==> config.mk <==
export PLATFORM = sky130hd
export DESIGN_NAME = scc_spi_control_config
export DESIGN_NICKNAME = d
export VERILOG_FILES = /design/src/logic/scc_pkg.sv /design/src/logic/scc_rate_div.sv /design/src/logic/scc_select_ctl.sv /design/src/logic/scc_spi_control_config.sv
export VERILOG_INCLUDE_DIRS = /design/src /design/src/logic
export SDC_FILE = /design/constraint.sdc
export NUM_CORES = 1
export LEC_CHECK = 0
export BUFFER_PORTS_ARGS = -buffer_cell sky130_fd_sc_hd__buf_2
export CAP_MARGIN = 0
export CORE_AREA = 3 3 111 113
export CTS_BUF_LIST = sky130_fd_sc_hd__clkbuf_16
export CTS_CLUSTER_SIZE = 24
export DETAILED_ROUTE_END_ITERATION = 7
export DIE_AREA = 0 0 114 116
export PLACE_DENSITY = 0.56
export SETUP_SLACK_MARGIN = 0.2
export SYNTH_ARGS = -nofsm -noshare
export SYNTH_HDL_FRONTEND = slang
export SYNTH_SLANG_ARGS = --single-unit
==> constraint.sdc <==
create_clock -name i_clock -period 4.9 [get_ports i_clock]
set_clock_uncertainty 0.05 [all_clocks]
set_input_delay 0.245 -clock i_clock [delete_from_list [all_inputs] [get_ports i_clock]]
set_output_delay 0.245 -clock i_clock [all_outputs]
set_load 0.005 [all_outputs]
==> src/logic/scc_map.svh <==
// register map, field positions and counts of the spi control block
`ifndef SCC_MAP_SVH
`define SCC_MAP_SVH

// register addresses
`define SCC_ADDR_CTRL   8'hF3
`define SCC_ADDR_STAT   8'hF4
`define SCC_ADDR_DATA   8'hF5
`define SCC_ADDR_MASK   8'hF6

// reset values
`define SCC_CTRL_RESET  8'h00
`define SCC_BYTE_ZERO   8'h00

// status register bit positions
`define SCC_STAT_DONE   7
`define SCC_STAT_WCOL   6
`define SCC_STAT_FAULT  4
`define SCC_STAT_FDD    3

// edge counting: sixteen shift-clock edges per byte
`define SCC_EDGE_FIRST  4'h0
`define SCC_EDGE_LAST   4'hF

// half period of the divide-by-16 shift clock, in peripheral clocks
`define SCC_HALF_BASE   7'h08
`define SCC_HALF_ZERO   7'h00
`define SCC_HALF_ONE    7'h01

`endif

==> src/logic/scc_pkg.sv <==
// types shared by the spi control block
package scc_pkg;

   // control register layout, bit 7 down to bit 0
   typedef struct packed {
      logic       select_output_enable;
      logic       port_enable_bit;
      logic       low_bit_first_enable;
      logic       master_role_select;
      logic       clock_idle_level;
      logic       sample_edge_select;
      logic [1:0] rate_select;
   } scc_ctrl_t;

   // transfer engine states
   typedef enum logic {
      SCC_IDLE,
      SCC_SHIFT
   } scc_state_t;

   // one driven pin: level and active-low output enable
   typedef struct packed {
      logic level;
      logic oe_n;
   } scc_pin_t;

endpackage

==> src/logic/scc_rate_div.sv <==
// shift-clock half-period divider of the spi control block
`timescale 1ns/1ps
`default_nettype none
`include "scc_map.svh"

module scc_rate_div
   import scc_pkg::*;
(
   // clock and reset
   input  wire logic       i_clock,
   input  wire logic       i_rst,
   // control
   input  wire logic       i_run,
   input  wire logic [1:0] i_rate,
   // half-period tick
   output logic            o_tick
);

   // ****************************************
   // half-period counter
   // ****************************************
   logic [6:0] cnt_r;   // counts peripheral clocks
   logic [6:0] limit;   // last count of a half period

   // 8, 16, 32 or 64 clocks per half: divide by 16..128
   assign limit = (`SCC_HALF_BASE << i_rate) - `SCC_HALF_ONE;

   // counter restarts while stopped, so every byte begins aligned
   always_ff @(posedge i_clock) begin
      if (i_rst || !i_run) begin
         cnt_r <= `SCC_HALF_ZERO;
      end else if (cnt_r == limit) begin
         cnt_r <= `SCC_HALF_ZERO;
      end else begin
         cnt_r <= cnt_r + `SCC_HALF_ONE;
      end
   end

   // one pulse per half period
   assign o_tick = i_run && (cnt_r == limit);

endmodule // scc_rate_div

`default_nettype wire

==> src/logic/scc_select_ctl.sv <==
// select pin role decoder of the spi control block
`timescale 1ns/1ps
`default_nettype none
`include "scc_map.svh"

module scc_select_ctl
   import scc_pkg::*;
(
   // clock and reset
   input  wire logic      i_clock,
   input  wire logic      i_rst,
   // configuration
   input  wire scc_ctrl_t i_ctrl,
   input  wire logic      i_fault_detect_disable,
   input  wire logic      i_busy,
   // select pin
   input  wire logic      i_ss_n,
   output scc_pin_t       o_ss,
   // decoded roles
   output logic           o_fault,
   output logic           o_slave_sel
);

   // ****************************************
   // role decode
   // ****************************************
   logic master_on;   // port enabled as master
   logic auto_out;    // automatic select output

   assign master_on = i_ctrl.port_enable_bit &&
                      i_ctrl.master_role_select;

   // output enable counts only as master with detect off
   assign auto_out = master_on && i_fault_detect_disable &&
                     i_ctrl.select_output_enable;

   // low select while detect is on flags a fault
   assign o_fault = master_on && !i_fault_detect_disable && !i_ss_n;

   // slave always listens to the select pin
   assign o_slave_sel = i_ctrl.port_enable_bit &&
                        !i_ctrl.master_role_select && !i_ss_n;

   // ****************************************
   // pin drive
   // ****************************************
   // registered so the pin never glitches between decodes
   always_ff @(posedge i_clock) begin
      if (i_rst) begin
         o_ss.level <= 1'b1;
         o_ss.oe_n  <= 1'b1;
      end else if (auto_out) begin
         // low during each byte, high when idle
         o_ss.level <= !i_busy;
         o_ss.oe_n  <= 1'b0;
      end else begin
         // released: gpio, fault input or slave input
         o_ss.level <= 1'b1;
         o_ss.oe_n  <= 1'b1;
      end
   end

endmodule // scc_select_ctl

`default_nettype wire

==> src/logic/scc_spi_control_config.sv <==
// spi control, select-pin and byte transfer logic
`timescale 1ns/1ps
`default_nettype none
`include "scc_map.svh"

module scc_spi_control_config
   import scc_pkg::*;
(
   // clock and reset
   input  wire logic       i_clock,
   input  wire logic       i_rst,
   // register port
   input  wire logic [7:0] i_addr,
   input  wire logic [7:0] i_wdata,
   input  wire logic       i_wr,
   input  wire logic       i_rd,
   output logic [7:0]      o_rdata,
   // interrupt
   output logic            o_irq,
   // shift clock pin
   input  wire logic       i_sclk,
   output logic            o_sclk,
   output logic            o_sclk_oe_n,
   // master-out pin
   input  wire logic       i_mosi,
   output logic            o_mosi,
   output logic            o_mosi_oe_n,
   // master-in pin
   input  wire logic       i_miso,
   output logic            o_miso,
   output logic            o_miso_oe_n,
   // select pin
   input  wire logic       i_ss_n,
   output logic            o_ss_n,
   output logic            o_ss_oe_n
);

   // ****************************************
   // declarations
   // ****************************************
   scc_ctrl_t  ctrl_r;        // control register
   scc_ctrl_t  xfer_r;        // settings of the byte in flight
   logic       fdd_r;         // fault detect disable
   logic       done_r;        // transfer complete flag
   logic       wcol_r;        // write collision flag
   logic       fault_r;       // role fault flag
   logic [7:0] mask_r;        // interrupt mask
   logic [7:0] rbuf_r;        // received byte buffer
   logic [7:0] rdata_r;       // read data register
   scc_state_t state_r;       // engine state
   logic [7:0] tx_r;          // transmit shifter
   logic [7:0] rx_r;          // receive shifter
   logic [7:0] rx_nxt;        // receive shifter next value
   logic [3:0] edge_r;        // edge index within the byte
   logic       sclk_r;        // master clock level
   logic       sclk_prev_r;   // last sampled slave clock
   logic [7:0] stat;          // status as read
   scc_pin_t   ss_pin;        // select pin drive
   logic       fault_now;     // fault seen on select pin
   logic       slave_sel;     // slave selected
   logic       tick;          // master half-period tick
   logic       clk_edge;      // shift-clock edge this cycle
   logic       leading;       // edge is the first of a bit
   logic       sample_now;    // capture an input bit
   logic       shift_now;     // present next output bit
   logic       last_edge;     // final edge of the byte
   logic       in_bit;        // incoming serial bit
   logic       out_bit;       // outgoing serial bit
   logic       wr_ctrl;       // control write
   logic       wr_stat;       // status write
   logic       wr_data;       // data write
   logic       wr_mask;       // mask write
   logic       start_m;       // master byte start
   logic       start_s;       // slave byte start
   logic       wr_ok;         // data write accepted
   logic       abort;         // byte given up

   // ****************************************
   // address decode
   // ****************************************
   assign wr_ctrl = i_wr && (i_addr == `SCC_ADDR_CTRL);
   assign wr_stat = i_wr && (i_addr == `SCC_ADDR_STAT);
   assign wr_data = i_wr && (i_addr == `SCC_ADDR_DATA);
   assign wr_mask = i_wr && (i_addr == `SCC_ADDR_MASK);

   // ****************************************
   // control register
   // ****************************************
   // every field cleared at reset: slave, msb first, /16
   always_ff @(posedge i_clock) begin
      if (i_rst) begin
         ctrl_r <= scc_ctrl_t'(`SCC_CTRL_RESET);
      end else if (wr_ctrl) begin
         // fields steer enable, order, role, clock
         ctrl_r <= scc_ctrl_t'(i_wdata);
      end
   end

   // fault detect disable lives in the status register
   always_ff @(posedge i_clock) begin
      if (i_rst) begin
         fdd_r <= 1'b0;
      end else if (wr_stat) begin
         fdd_r <= i_wdata[`SCC_STAT_FDD];
      end
   end

   // interrupt mask, same layout as status
   always_ff @(posedge i_clock) begin
      if (i_rst) begin
         mask_r <= `SCC_BYTE_ZERO;
      end else if (wr_mask) begin
         mask_r <= i_wdata;
      end
   end

   // ****************************************
   // select pin
   // ****************************************
   scc_select_ctl u_select (
      .i_clock                (i_clock),
      .i_rst                  (i_rst),
      .i_ctrl                 (ctrl_r),
      .i_fault_detect_disable (fdd_r),
      .i_busy                 (state_r == SCC_SHIFT),
      .i_ss_n                 (i_ss_n),
      .o_ss                   (ss_pin),
      .o_fault                (fault_now),
      .o_slave_sel            (slave_sel)
   );

   assign o_ss_n    = ss_pin.level;
   assign o_ss_oe_n = ss_pin.oe_n;

   // ****************************************
   // shift clock timing
   // ****************************************
   // divider runs only while a master byte is in flight
   scc_rate_div u_rate (
      .i_clock (i_clock),
      .i_rst   (i_rst),
      .i_run   ((state_r == SCC_SHIFT) && xfer_r.master_role_select),
      .i_rate  (xfer_r.rate_select),
      .o_tick  (tick)
   );

   // master edges come from the divider, slave edges from the pin
   always_comb begin
      if (xfer_r.master_role_select) begin
         clk_edge = tick;
      end else begin
         clk_edge = (state_r == SCC_SHIFT) && slave_sel &&
                    (i_sclk != sclk_prev_r);
      end
   end

   // even edges lead a bit, odd edges trail it
   assign leading   = !edge_r[0];
   // second-edge sampling swaps sample and shift edges
   assign sample_now = clk_edge && (leading ^ xfer_r.sample_edge_select);
   assign last_edge  = clk_edge && (edge_r == `SCC_EDGE_LAST);
   // the first bit is already on the line, so in second-edge format
   // the first shift edge is skipped, and nothing after the last
   assign shift_now = clk_edge && !sample_now && !last_edge &&
                      !(xfer_r.sample_edge_select &&
                        (edge_r == `SCC_EDGE_FIRST));

   // ****************************************
   // bit order
   // ****************************************
   // lsb or msb leaves and enters first
   assign out_bit = xfer_r.low_bit_first_enable ? tx_r[0] : tx_r[7];
   assign in_bit  = xfer_r.master_role_select ? i_miso : i_mosi;

   always_comb begin
      rx_nxt = rx_r;
      if (sample_now) begin
         if (xfer_r.low_bit_first_enable) begin
            rx_nxt = {in_bit, rx_r[7:1]};
         end else begin
            rx_nxt = {rx_r[6:0], in_bit};
         end
      end
   end

   // ****************************************
   // start, collision and abort
   // ****************************************
   // a write is refused while busy or before the flag is cleared
   assign wr_ok = wr_data && (state_r == SCC_IDLE) && !done_r;

   // master data write starts a full-duplex byte
   assign start_m = wr_ok && ctrl_r.port_enable_bit &&
                    ctrl_r.master_role_select;

   // slave starts whenever it is idle with its select low
   assign start_s = (state_r == SCC_IDLE) && slave_sel;

   // disable, a role fault or a released select end the byte
   always_comb begin
      if (!ctrl_r.port_enable_bit) begin
         abort = 1'b1;
      end else if (xfer_r.master_role_select) begin
         abort = fault_now;
      end else begin
         abort = !slave_sel;
      end
   end

   // ****************************************
   // transfer engine
   // ****************************************
   always_ff @(posedge i_clock) begin
      if (i_rst) begin
         state_r <= SCC_IDLE;
         edge_r  <= `SCC_EDGE_FIRST;
         xfer_r  <= scc_ctrl_t'(`SCC_CTRL_RESET);
      end else begin
         case (state_r)
            SCC_IDLE: begin
               edge_r <= `SCC_EDGE_FIRST;
               if (start_m || start_s) begin
                  // settings frozen for the whole byte
                  xfer_r  <= ctrl_r;
                  state_r <= SCC_SHIFT;
               end
            end
            SCC_SHIFT: begin
               if (abort || last_edge) begin
                  state_r <= SCC_IDLE;
               end else if (clk_edge) begin
                  edge_r <= edge_r + 4'h1;
               end
            end
            default: begin
               state_r <= SCC_IDLE;
            end
         endcase
      end
   end

   // transmit shifter: loaded by software, moved on shift edges
   always_ff @(posedge i_clock) begin
      if (i_rst) begin
         tx_r <= `SCC_BYTE_ZERO;
      end else if (wr_ok) begin
         tx_r <= i_wdata;
      end else if (shift_now) begin
         if (xfer_r.low_bit_first_enable) begin
            tx_r <= {1'b0, tx_r[7:1]};
         end else begin
            tx_r <= {tx_r[6:0], 1'b0};
         end
      end
   end

   // receive shifter and its buffer
   always_ff @(posedge i_clock) begin
      if (i_rst) begin
         rx_r   <= `SCC_BYTE_ZERO;
         rbuf_r <= `SCC_BYTE_ZERO;
      end else begin
         rx_r <= rx_nxt;
         if (last_edge && !abort) begin
            rbuf_r <= rx_nxt;
         end
      end
   end

   // master clock: toggles per half period, rests at idle level
   always_ff @(posedge i_clock) begin
      if (i_rst) begin
         sclk_r <= 1'b0;
      end else if (state_r == SCC_IDLE) begin
         sclk_r <= ctrl_r.clock_idle_level;
      end else if (tick) begin
         sclk_r <= !sclk_r;
      end
   end

   // slave clock history, reset to idle level at each start
   always_ff @(posedge i_clock) begin
      if (i_rst) begin
         sclk_prev_r <= 1'b0;
      end else if (state_r == SCC_IDLE) begin
         sclk_prev_r <= ctrl_r.clock_idle_level;
      end else begin
         sclk_prev_r <= i_sclk;
      end
   end

   // ****************************************
   // status flags
   // ****************************************
   // a set in the same cycle as a clear wins
   always_ff @(posedge i_clock) begin
      if (i_rst) begin
         done_r  <= 1'b0;
         wcol_r  <= 1'b0;
         fault_r <= 1'b0;
      end else begin
         done_r  <= (last_edge && !abort) ||
                    (done_r && !(wr_stat && i_wdata[`SCC_STAT_DONE]));
         wcol_r  <= (wr_data && !wr_ok) ||
                    (wcol_r && !(wr_stat && i_wdata[`SCC_STAT_WCOL]));
         // fault flagged the cycle the pin is seen low
         fault_r <= fault_now ||
                    (fault_r && !(wr_stat && i_wdata[`SCC_STAT_FAULT]));
      end
   end

   always_comb begin
      stat                 = `SCC_BYTE_ZERO;
      stat[`SCC_STAT_DONE]  = done_r;
      stat[`SCC_STAT_WCOL]  = wcol_r;
      stat[`SCC_STAT_FAULT] = fault_r;
      stat[`SCC_STAT_FDD]   = fdd_r;
   end

   // level interrupt; the detect-disable bit is not an event
   always_ff @(posedge i_clock) begin
      if (i_rst) begin
         o_irq <= 1'b0;
      end else begin
         o_irq <= done_r && mask_r[`SCC_STAT_DONE] ||
                  wcol_r && mask_r[`SCC_STAT_WCOL] ||
                  fault_r && mask_r[`SCC_STAT_FAULT];
      end
   end

   // ****************************************
   // read port
   // ****************************************
   // data valid only in the cycle after the strobe
   always_ff @(posedge i_clock) begin
      if (i_rst || !i_rd) begin
         rdata_r <= `SCC_BYTE_ZERO;
      end else begin
         case (i_addr)
            `SCC_ADDR_CTRL: rdata_r <= ctrl_r;
            `SCC_ADDR_STAT: rdata_r <= stat;
            `SCC_ADDR_DATA: rdata_r <= rbuf_r;
            `SCC_ADDR_MASK: rdata_r <= mask_r;
            default:        rdata_r <= `SCC_BYTE_ZERO;
         endcase
      end
   end

   assign o_rdata = rdata_r;

   // ****************************************
   // pin drive
   // ****************************************
   // master drives clock and data out; slave drives only
   // its data out, and only while selected
   assign o_sclk      = sclk_r;
   assign o_sclk_oe_n = !(ctrl_r.port_enable_bit &&
                          ctrl_r.master_role_select);
   assign o_mosi      = out_bit;
   assign o_mosi_oe_n = o_sclk_oe_n;
   assign o_miso      = out_bit;
   assign o_miso_oe_n = !slave_sel;

endmodule // scc_spi_control_config

`default_nettype wire

==> results.md, run 1 <==
Status:
- The flow ran to the end, and the final reports show no timing, DRC or antenna violations.

Worst setup path:
- The highest fanout seen on the critical path is 14.
- The setup slack of the worst register-to-register path is 2.47 ns.
- The startpoint type of the worst setup path is a flip-flop.
- The endpoint kind of the worst setup timing path is a flip-flop.
- The category of the critical setup timing path is reg -> reg.
- The reg-to-reg critical path startpoint is u_rate.cnt_r[0].
- The required time at the worst-slack endpoint is around 5 ns.
- For the worst setup path, the data arrival time is 2.56 ns.
- The worst register-to-register path ends at rbuf_r[7].
- The number of cells on the worst reg-to-reg path is 7.

Route:
- After detailed routing, the number of remaining DRC violations is 0.
- Dividing the detail-routed via count by the number of cells gives roughly 4.9.
- The number of antenna-violating nets in the routed design is 0.
- The first routing iteration left roughly 180 violations.
- The routed wire length is approximately 8000 um.
- In the final routed layout, each cell accounts on average for about 15 um.
- The number of detailed-routing iterations run before antenna repair is 5.
- The total via count after detailed routing is between 2,000 and 3,000.

Yosys:
- The net count after synthesis is roughly 420.
- The area fraction of the dominant cell type after synthesis is 43.6%.
- Ranked by total cell area, the synthesized netlist is headed by sky130_fd_sc_hd__dfxtp_1 44%, sky130_fd_sc_hd__nand2_1 6.7%, sky130_fd_sc_hd__mux2i_1 6.5%.
- The distinct cell type count of the synthesized netlist is 46.
- The count of state elements after synthesis is 74.
- The yosys synthesis warning count is 0.
- The synthesized design contains 0 enable-type register cells.
- The most used flip-flop cell after synthesis is sky130_fd_sc_hd__dfxtp_1.
- The cell type with the highest aggregate area in the netlist is sky130_fd_sc_hd__dfxtp_1.
- The mapped netlist covers between 0.003 and 0.004 mm2.
- The count of mapped cells out of synthesis is 390.
- Counting flops with an async set or reset pin after synthesis yields a share of 0%.
- The mean cell area of the mapped netlist is 8.72 um2.
- The sequential element share of the synthesized area is between 40% and 50%.

Global route:
- The total global-route track usage is about an eighth.
- The number of global-route vias before repair came to between 2,000 and 3,000.
- Entering global routing, the biggest net connects just under 60 pins.
- The total congestion overflow after global routing is 0.
- The initial antenna violation count is 0.
- The first global-routing pass estimated 13,700 um of wire.

CTS:
- The count of cells resized by post-cts repair is 0.
- The post-CTS setup repair buffer count is 0.
- In this run, CTS created clock tree buffers numbering 9.
- The count of hold buffers inserted by post-cts repair is 0.
- The CTS tree is done.
- The library cell used as clock root buffer is sky130_fd_sc_hd__clkbuf_16.
- The number of buffers on the longest clock path is 2.
- In this run the number of H-tree levels came out at 3.
- For the worst-skew pair, the clock arrives at the later sink with an insertion delay of 0.32 ns.
- Clock-pin slew was measured on the worst setup and hold paths at about 0.060 ns.
- The tree built by TritonCTS fans out to between 70 and 80 sinks.

STA:
- The shortest clock period the worst path allows after layout is between 2 and 2.5 ns.
- The worst path uses about half of the clock period.
- For this run, the top clock speed supported by timing is 0.411 GHz.
- Setup repair after global routing left no endpoint under its margin.
- The setup violation total in the final timing report is 0.
- The slew at the pin with the worst max-slew slack is around 1.2 ns.
- The total negative slack is 0 ns.
- The final-report max-slew violation count is 0.
- The number of failing hold endpoints at the final stage came to 0.
- The worst pin sits at a relative slew slack of a little under a fifth.

Layout:
- The fill cell instance count of the final layout is 1,216.
- In the layout the commonest cells are 74 x sky130_fd_sc_hd__dfxtp_1, 61 x sky130_fd_sc_hd__nand2_1, 56 x sky130_fd_sc_hd__nor2_1.
- The net total in the final layout is between 400 and 500.
- The number of antenna diodes in the final layout is 0.
- The post-layout instance count excluding filler cells is ~560.
- The share of final-layout standard cells stronger than drive strength 1 is around a fifth.
- The leading cell type in the layout, fill and taps excluded is sky130_fd_sc_hd__dfxtp_1.
- The layout-stage area growth over the synthesis result is 16.2%.

Floorplan:
- The effective utilization at floorplan is between 20 and 30%.
- The floorplan core area is ~0.011 mm2.
- The floorplan step defined a die boundary enclosing about 0.013 mm2.
- In this run the count of I/O pins placed on the die edge is about 40.
- The number of rows created at floorplan is 39.
- The die is ~120 um tall.
- The horizontal die dimension is approximately 110 um.

Place:
- The number of buffers added on ports is 40.
- In this run, placement finished with an instance count of 550.
- The detailed-placement wirelength estimate is approximately 6000 um.
- The final weighted congestion of routability-driven global placement is just under 0.8.

Min path:
- The worst hold path begins at i_sclk.
- Counting instances, the worst hold path has a depth of 3.
- The end point of the most critical hold path is sclk_prev_r.
- The type of the tightest min-delay check is in -> reg.

Pwr:
- The cell leakage power is 1.35 nW.
- Across the VDD grid, the largest voltage drop is a little over 200 uV.
- For this design the ratio of total power to cell area is about 320 mW/mm2.

Job:
- The number of max-cap violations is 0.
worst max-delay path, stage by stage (launching register included):
cell and delay, ns:
sky130_fd_sc_hd__dfxtp_1 0.38, sky130_fd_sc_hd__ha_1 0.25, sky130_fd_sc_hd__nand2_1 0.07, sky130_fd_sc_hd__nor2_1 0.22
sky130_fd_sc_hd__o2111ai_4 0.21, sky130_fd_sc_hd__a211oi_4 0.67, sky130_fd_sc_hd__mux2i_1 0.33, sky130_fd_sc_hd__a211oi_2 0.10
cells in the mapped netlist, types with 7 or more instances:
cell / n
sky130_fd_sc_hd__dfxtp_1: 74
sky130_fd_sc_hd__nand2_1: 61
sky130_fd_sc_hd__nor2_1: 56
sky130_fd_sc_hd__a21oi_1: 29
sky130_fd_sc_hd__mux2i_1: 22
sky130_fd_sc_hd__clkbuf_1: 20
sky130_fd_sc_hd__nand3_1: 18
sky130_fd_sc_hd__inv_1: 9
sky130_fd_sc_hd__o21ai_0: 9
sky130_fd_sc_hd__a22oi_1: 8
sky130_fd_sc_hd__a211oi_2: 7
sky130_fd_sc_hd__mux2_2: 7
power by group:
part / leakage [nW] / internal, mW / total (mW) / switching [mW]
combinational: 0.617 / 0.0111 / 0.0342 / 0.0230
clock: 0.141 / 0.384 / 0.617 / 0.233
sequential: 0.596 / 0.602 / 0.602 / 0.000304
logic make-up (layout without fill, tap and decap cells):
kind of cell | after synthesis | count (layout) | share of synthesized area (%)
muxes | 29 | 29 | 8.79
and+or+nand+nor | 157 | 157 | 20.3
adders and majority gates | 3 | 3 | 1.10
xor gates and xnor gates | 10 | 10 | 2.58
buffers and inverters | 34 | 65 | 4.53
DFF | 74 | 74 | 43.6
AOI/OAI and AO/OA | 83 | 83 | 19.2
through the flow:
step                setup slack, ns  utilization (%)  power, mW  instance area (um2)  hold WS [ns]
floorplan                      2.94                -      0.630                 3400         0.312
global placement               2.56             32.2      0.650                 3670         0.392
detailed placement             2.49             32.2      0.650                 3670         0.396
CTS                            2.46             34.6       1.27                 3950         0.147
global route                   2.28             34.6       1.29                 3950         0.166
finish                         2.47             34.6       1.25                 3950         0.150
registers in the layout (all words and copies together) (netlist names):
signal         flops
rbuf_r             8
tx_r               8
fdd_r              1
done_r             1
rx_r               8
u_rate.cnt_r       7
mask_r             8
ctrl_r             8
edge_r             4
o_rdata            8
u_select.o_ss      2
fault_r            1
wcol_r             1
o_irq              1
sclk_prev_r        1
state_r            1
o_sclk             1
xfer_r             5
how the worst max path moves through the flow:
stage	to	from
detailed placement	rbuf_r[7]	u_rate.cnt_r[0]
CTS	rbuf_r[7]	u_rate.cnt_r[0]
floorplan	rbuf_r[1]	u_rate.cnt_r[0]
finish	rbuf_r[7]	u_rate.cnt_r[0]
global placement	rbuf_r[7]	u_rate.cnt_r[0]
global route	rbuf_r[0]	u_rate.cnt_r[0]
area by class of cell:
cell class | instances | area [um2] | share of cell area, %
well taps | 143 | 179 | 4.53
clock buffers | 9 | 225 | 5.70
multi-input cells | 282 | 1770 | 44.7
clock inverters | 5 | 50.0 | 1.27
repair buffers | 42 | 215 | 5.45
inverters | 9 | 33.8 | 0.855
flip-flops and latches | 74 | 1480 | 37.5
per-layer routing:
| layer | up-vias | wire length [um] | GRT usage, % |
|---|---|---|---|
| met5 | - | 0 | 0 |
| met4 | 0 | 82 | 3.80 |
| met3 | 7 | 285 | 1.98 |
| met2 | 57 | 3910 | 21.6 |
| met1 | 1267 | 3950 | 17.4 |
| li1 | 1416 | - | - |
Note: power is estimated with default switching activity, not from simulation.
==> run 2, diff against run 1 <==
Settings changed: PLACE_DENSITY 0.56 to 0.58.
Clock period 4.9 ns to 2 ns, I/O delays scaled along.
==> results.md, run 2 (synthesis gave the netlist of run 1 again) <==
Global route:
- The number of global-route vias before repair came to 2,957 (+10%).
- The total congestion overflow after global routing is 0 (unchanged).
- The first-pass GRT wire length is 14,600 um (+6.7%).
- The largest net degree at the start of global routing is 35 (-40%).
- The initial antenna violation count was 0 (unchanged).
- The total global-route track usage was 13.9% (+0.93 points).

Place:
- The placement-stage worst setup slack came to -0.0247 ns (-2.52 ns).
- The number of cells after detailed placement is 574 (+4.4%).
- The placement-stage cell area is 0.00388 mm2 (+5.7%).
- The number of buffers added on ports is 40 (unchanged).
- The detailed-placement wirelength estimate came to 6390 um (+6.4%).
- The final weighted congestion of routability-driven global placement was 0.811 (+4.6%).

Floorplan:
- The horizontal die dimension came to 114 um (unchanged).
- The height of the chip came to 116 um (unchanged).
- The total I/O pin count was 41 (unchanged).
- The floorplan core area is 0.0114 mm2 (unchanged).
- The area of the die came to 0.0132 mm2 (unchanged).
- The effective utilization at floorplan is 29.8% (unchanged).
- The number of rows created at floorplan is 39 (unchanged).

STA:
- The shortest clock period the worst path allows after layout is 1.97 ns (-0.462 ns).
- The achievable clock frequency is 0.507 GHz (+23%).
- The final worst slack is 0.0289 ns (-2.44 ns).
- The tightest slew margin relative to the limit is 50.1% (+32 points).
- The setup violation total in the final timing report was 0 (unchanged).
- Setup repair after global routing could not meet its margin everywhere.
- The total negative slack is 0 ns (unchanged).
- The slew at the pin with the worst max-slew slack is 0.748 ns (-0.457 ns).
- The number of failing hold endpoints at the final stage was 0 (unchanged).
- The final period utilization is 98.6% (+49 points).
- The final-report max-slew violation count came to 0 (unchanged).

Job:
- The number of max-cap violations is 0 (unchanged).

Route:
- The average wire per standard cell is 14.6 um (+0.16%).
- The via count normalized by instance count was 4.97 (+2.1%).
- The total via count after detailed routing is 3,024 (+10%).
- The number of remaining DRC errors was 0 (unchanged).
- The violation count after the first detailed-route iteration is 240 (+37%).
- The number of antenna-violating nets in the routed design was 0 (unchanged).
- The number of detailed-routing iterations run before antenna repair was 6 (+1).
- The routed wire length came to 8870 um (+8.0%).

CTS:
- The number of CTS-inserted buffers is 9 (unchanged).
- The library cell used as clock root buffer is sky130_fd_sc_hd__clkbuf_16.
- The clock edge transition at the registers on the reported setup and hold paths is 0.06 ns (about the same).
- The later-pin clock latency in the skew report came to 0.33 ns (about the same).
- TritonCTS built the clock tree.
- The TritonCTS sink count is 74 (unchanged).
- The number of buffers on the longest clock path is 2 (unchanged).
- The number of H-tree levels was 3 (unchanged).

Pwr:
- The net switching share of the total power was 21.4% (+0.91 points).
- The clock power share is 52.7% (+3.5 points).
- The portion of total power attributed to combinational logic is 2.9% (+0.2 points).
- The power dissipated by switching net loads is 0.710 mW (+180%).
- The power per cell area was 747 mW/mm2 (+140%).
- The worst voltage drop across the vdd grid is 445 uV (+120%).
- The power after layout is 3.32 mW (+170%).
- The internal power component came to 2.61 mW (+160%).
- The cell leakage power was 1.59 nW (+18%).
- The register share of total power is 44.3% (-3.8 points).

Worst setup path:
- The startpoint type of the worst setup path is a flip-flop.
- The required time at the worst-slack endpoint is 2.17 ns (-2.86 ns).
- The most repeated library cell on the critical path is sky130_fd_sc_hd__a2111oi_4.
- The worst setup path is captured at a flip-flop.
- The signal on the critical path passes through a2111oi_4, o2111ai_4, a2111oi_4, buf_12, mux2i_1, nor2_1.
- The worst setup path is of the reg -> reg kind.
- The critical path's largest stage delay came to 0.42 ns (-0.25 ns).
- The data arrival time of the worst path came to 2.14 ns (-0.42 ns).
- The slowest stage of the critical path belongs to the cell sky130_fd_sc_hd__a2111oi_4.
- The highest fanout seen on the critical path is 11 (-3).

Min path:
- In this run the worst hold path is classified as in -> reg.

Status:
- The flow ran to the end, and the final reports show no timing, DRC or antenna violations.

Layout:
- The final instance area came to 0.00445 mm2 (+13%).
- The layout-stage area growth over the synthesis result is 30.8%.
- The library cells used most frequently in the layout, excluding fill and tap cells, are 68 x sky130_fd_sc_hd__dfxtp_1, 60 x sky130_fd_sc_hd__nand2_1, 53 x sky130_fd_sc_hd__nor2_1.
- The total inserted antenna cells is 0 (unchanged).
- The net total in the final layout is 487 (+9.4%).
- The share of final-layout standard cells stronger than drive strength 1 is 30.3% (+11 points).
- The library cell used most frequently in the layout, excluding fill and tap cells, is sky130_fd_sc_hd__dfxtp_1.
- The post-layout instance count excluding filler cells came to 608 (+7.8%).
-- run 2: layout make-up --
cell class                 count  area (um2)
timing repair buffer          84         582
inverter                       9        33.8
multi-input combinational    282        1830
tap                          143         179
fill                        1153        6970
clock inverter                 7         101
sequential                    74        1490
clock buffer                   9         225
-- run 2: through the flow --
stage	utilization [%]	hold WS (ns)
after detailed placement	34.0	0.340
after global routing	38.9	0.0237
after global placement	34.0	0.331
after floorplan	-	0.167
after CTS	38.3	0.00738
final	38.9	0.0203
-- run 2: worst max-delay path: cells and delay by family (launching register included) --
family	cells	cell delay, ns
buf+inv	1	0.19
flops	1	0.35
compound gates	3	1.02
mux	1	0.19
simple gates	1	0.05
-- run 2: power groups by stage --
stage          logic [mW]  registers [mW]  clock network, mW
5_1_grt             0.105            1.47               1.85
4_1_cts            0.0964            1.47               1.79
2_1_floorplan      0.0364            1.51                  0
3_5_place_dp       0.0878            1.51                  0
6_report           0.0975            1.47               1.75
3_3_place_gp       0.0864            1.51                  0
-- run 2: worst paths after layout --
path | from | to | slack [ns] | depth (start not counted)
max | u_rate.cnt_r[3] | rbuf_r[4] | 0.03 | 6
min | i_wdata[7] | ctrl_r[7] | 0.02 | 3
max reg2reg | u_rate.cnt_r[3] | rbuf_r[4] | 0.03 | 6
min reg2reg | mask_r[2] | mask_r[2] | 0.41 | 2
-- run 2: per-layer routing --
metal  vias to the layer above  track usage, %  share of wire, %
met3                        20            3.24               5.0
met5                         -               0                 0
met4                         0            7.13               3.4
li1                       1507               -                 -
met2                        77            21.5                46
met1                      1420            18.1                45
-- run 2: what timing repair did --
item	CTS	global route
setup endpoints to repair	27	30
setup buffers	7	5
hold endpoints to repair	6	0
hold buffers	5	0
resized for setup	14	12
gates cloned	1	0
pin swaps	4	7
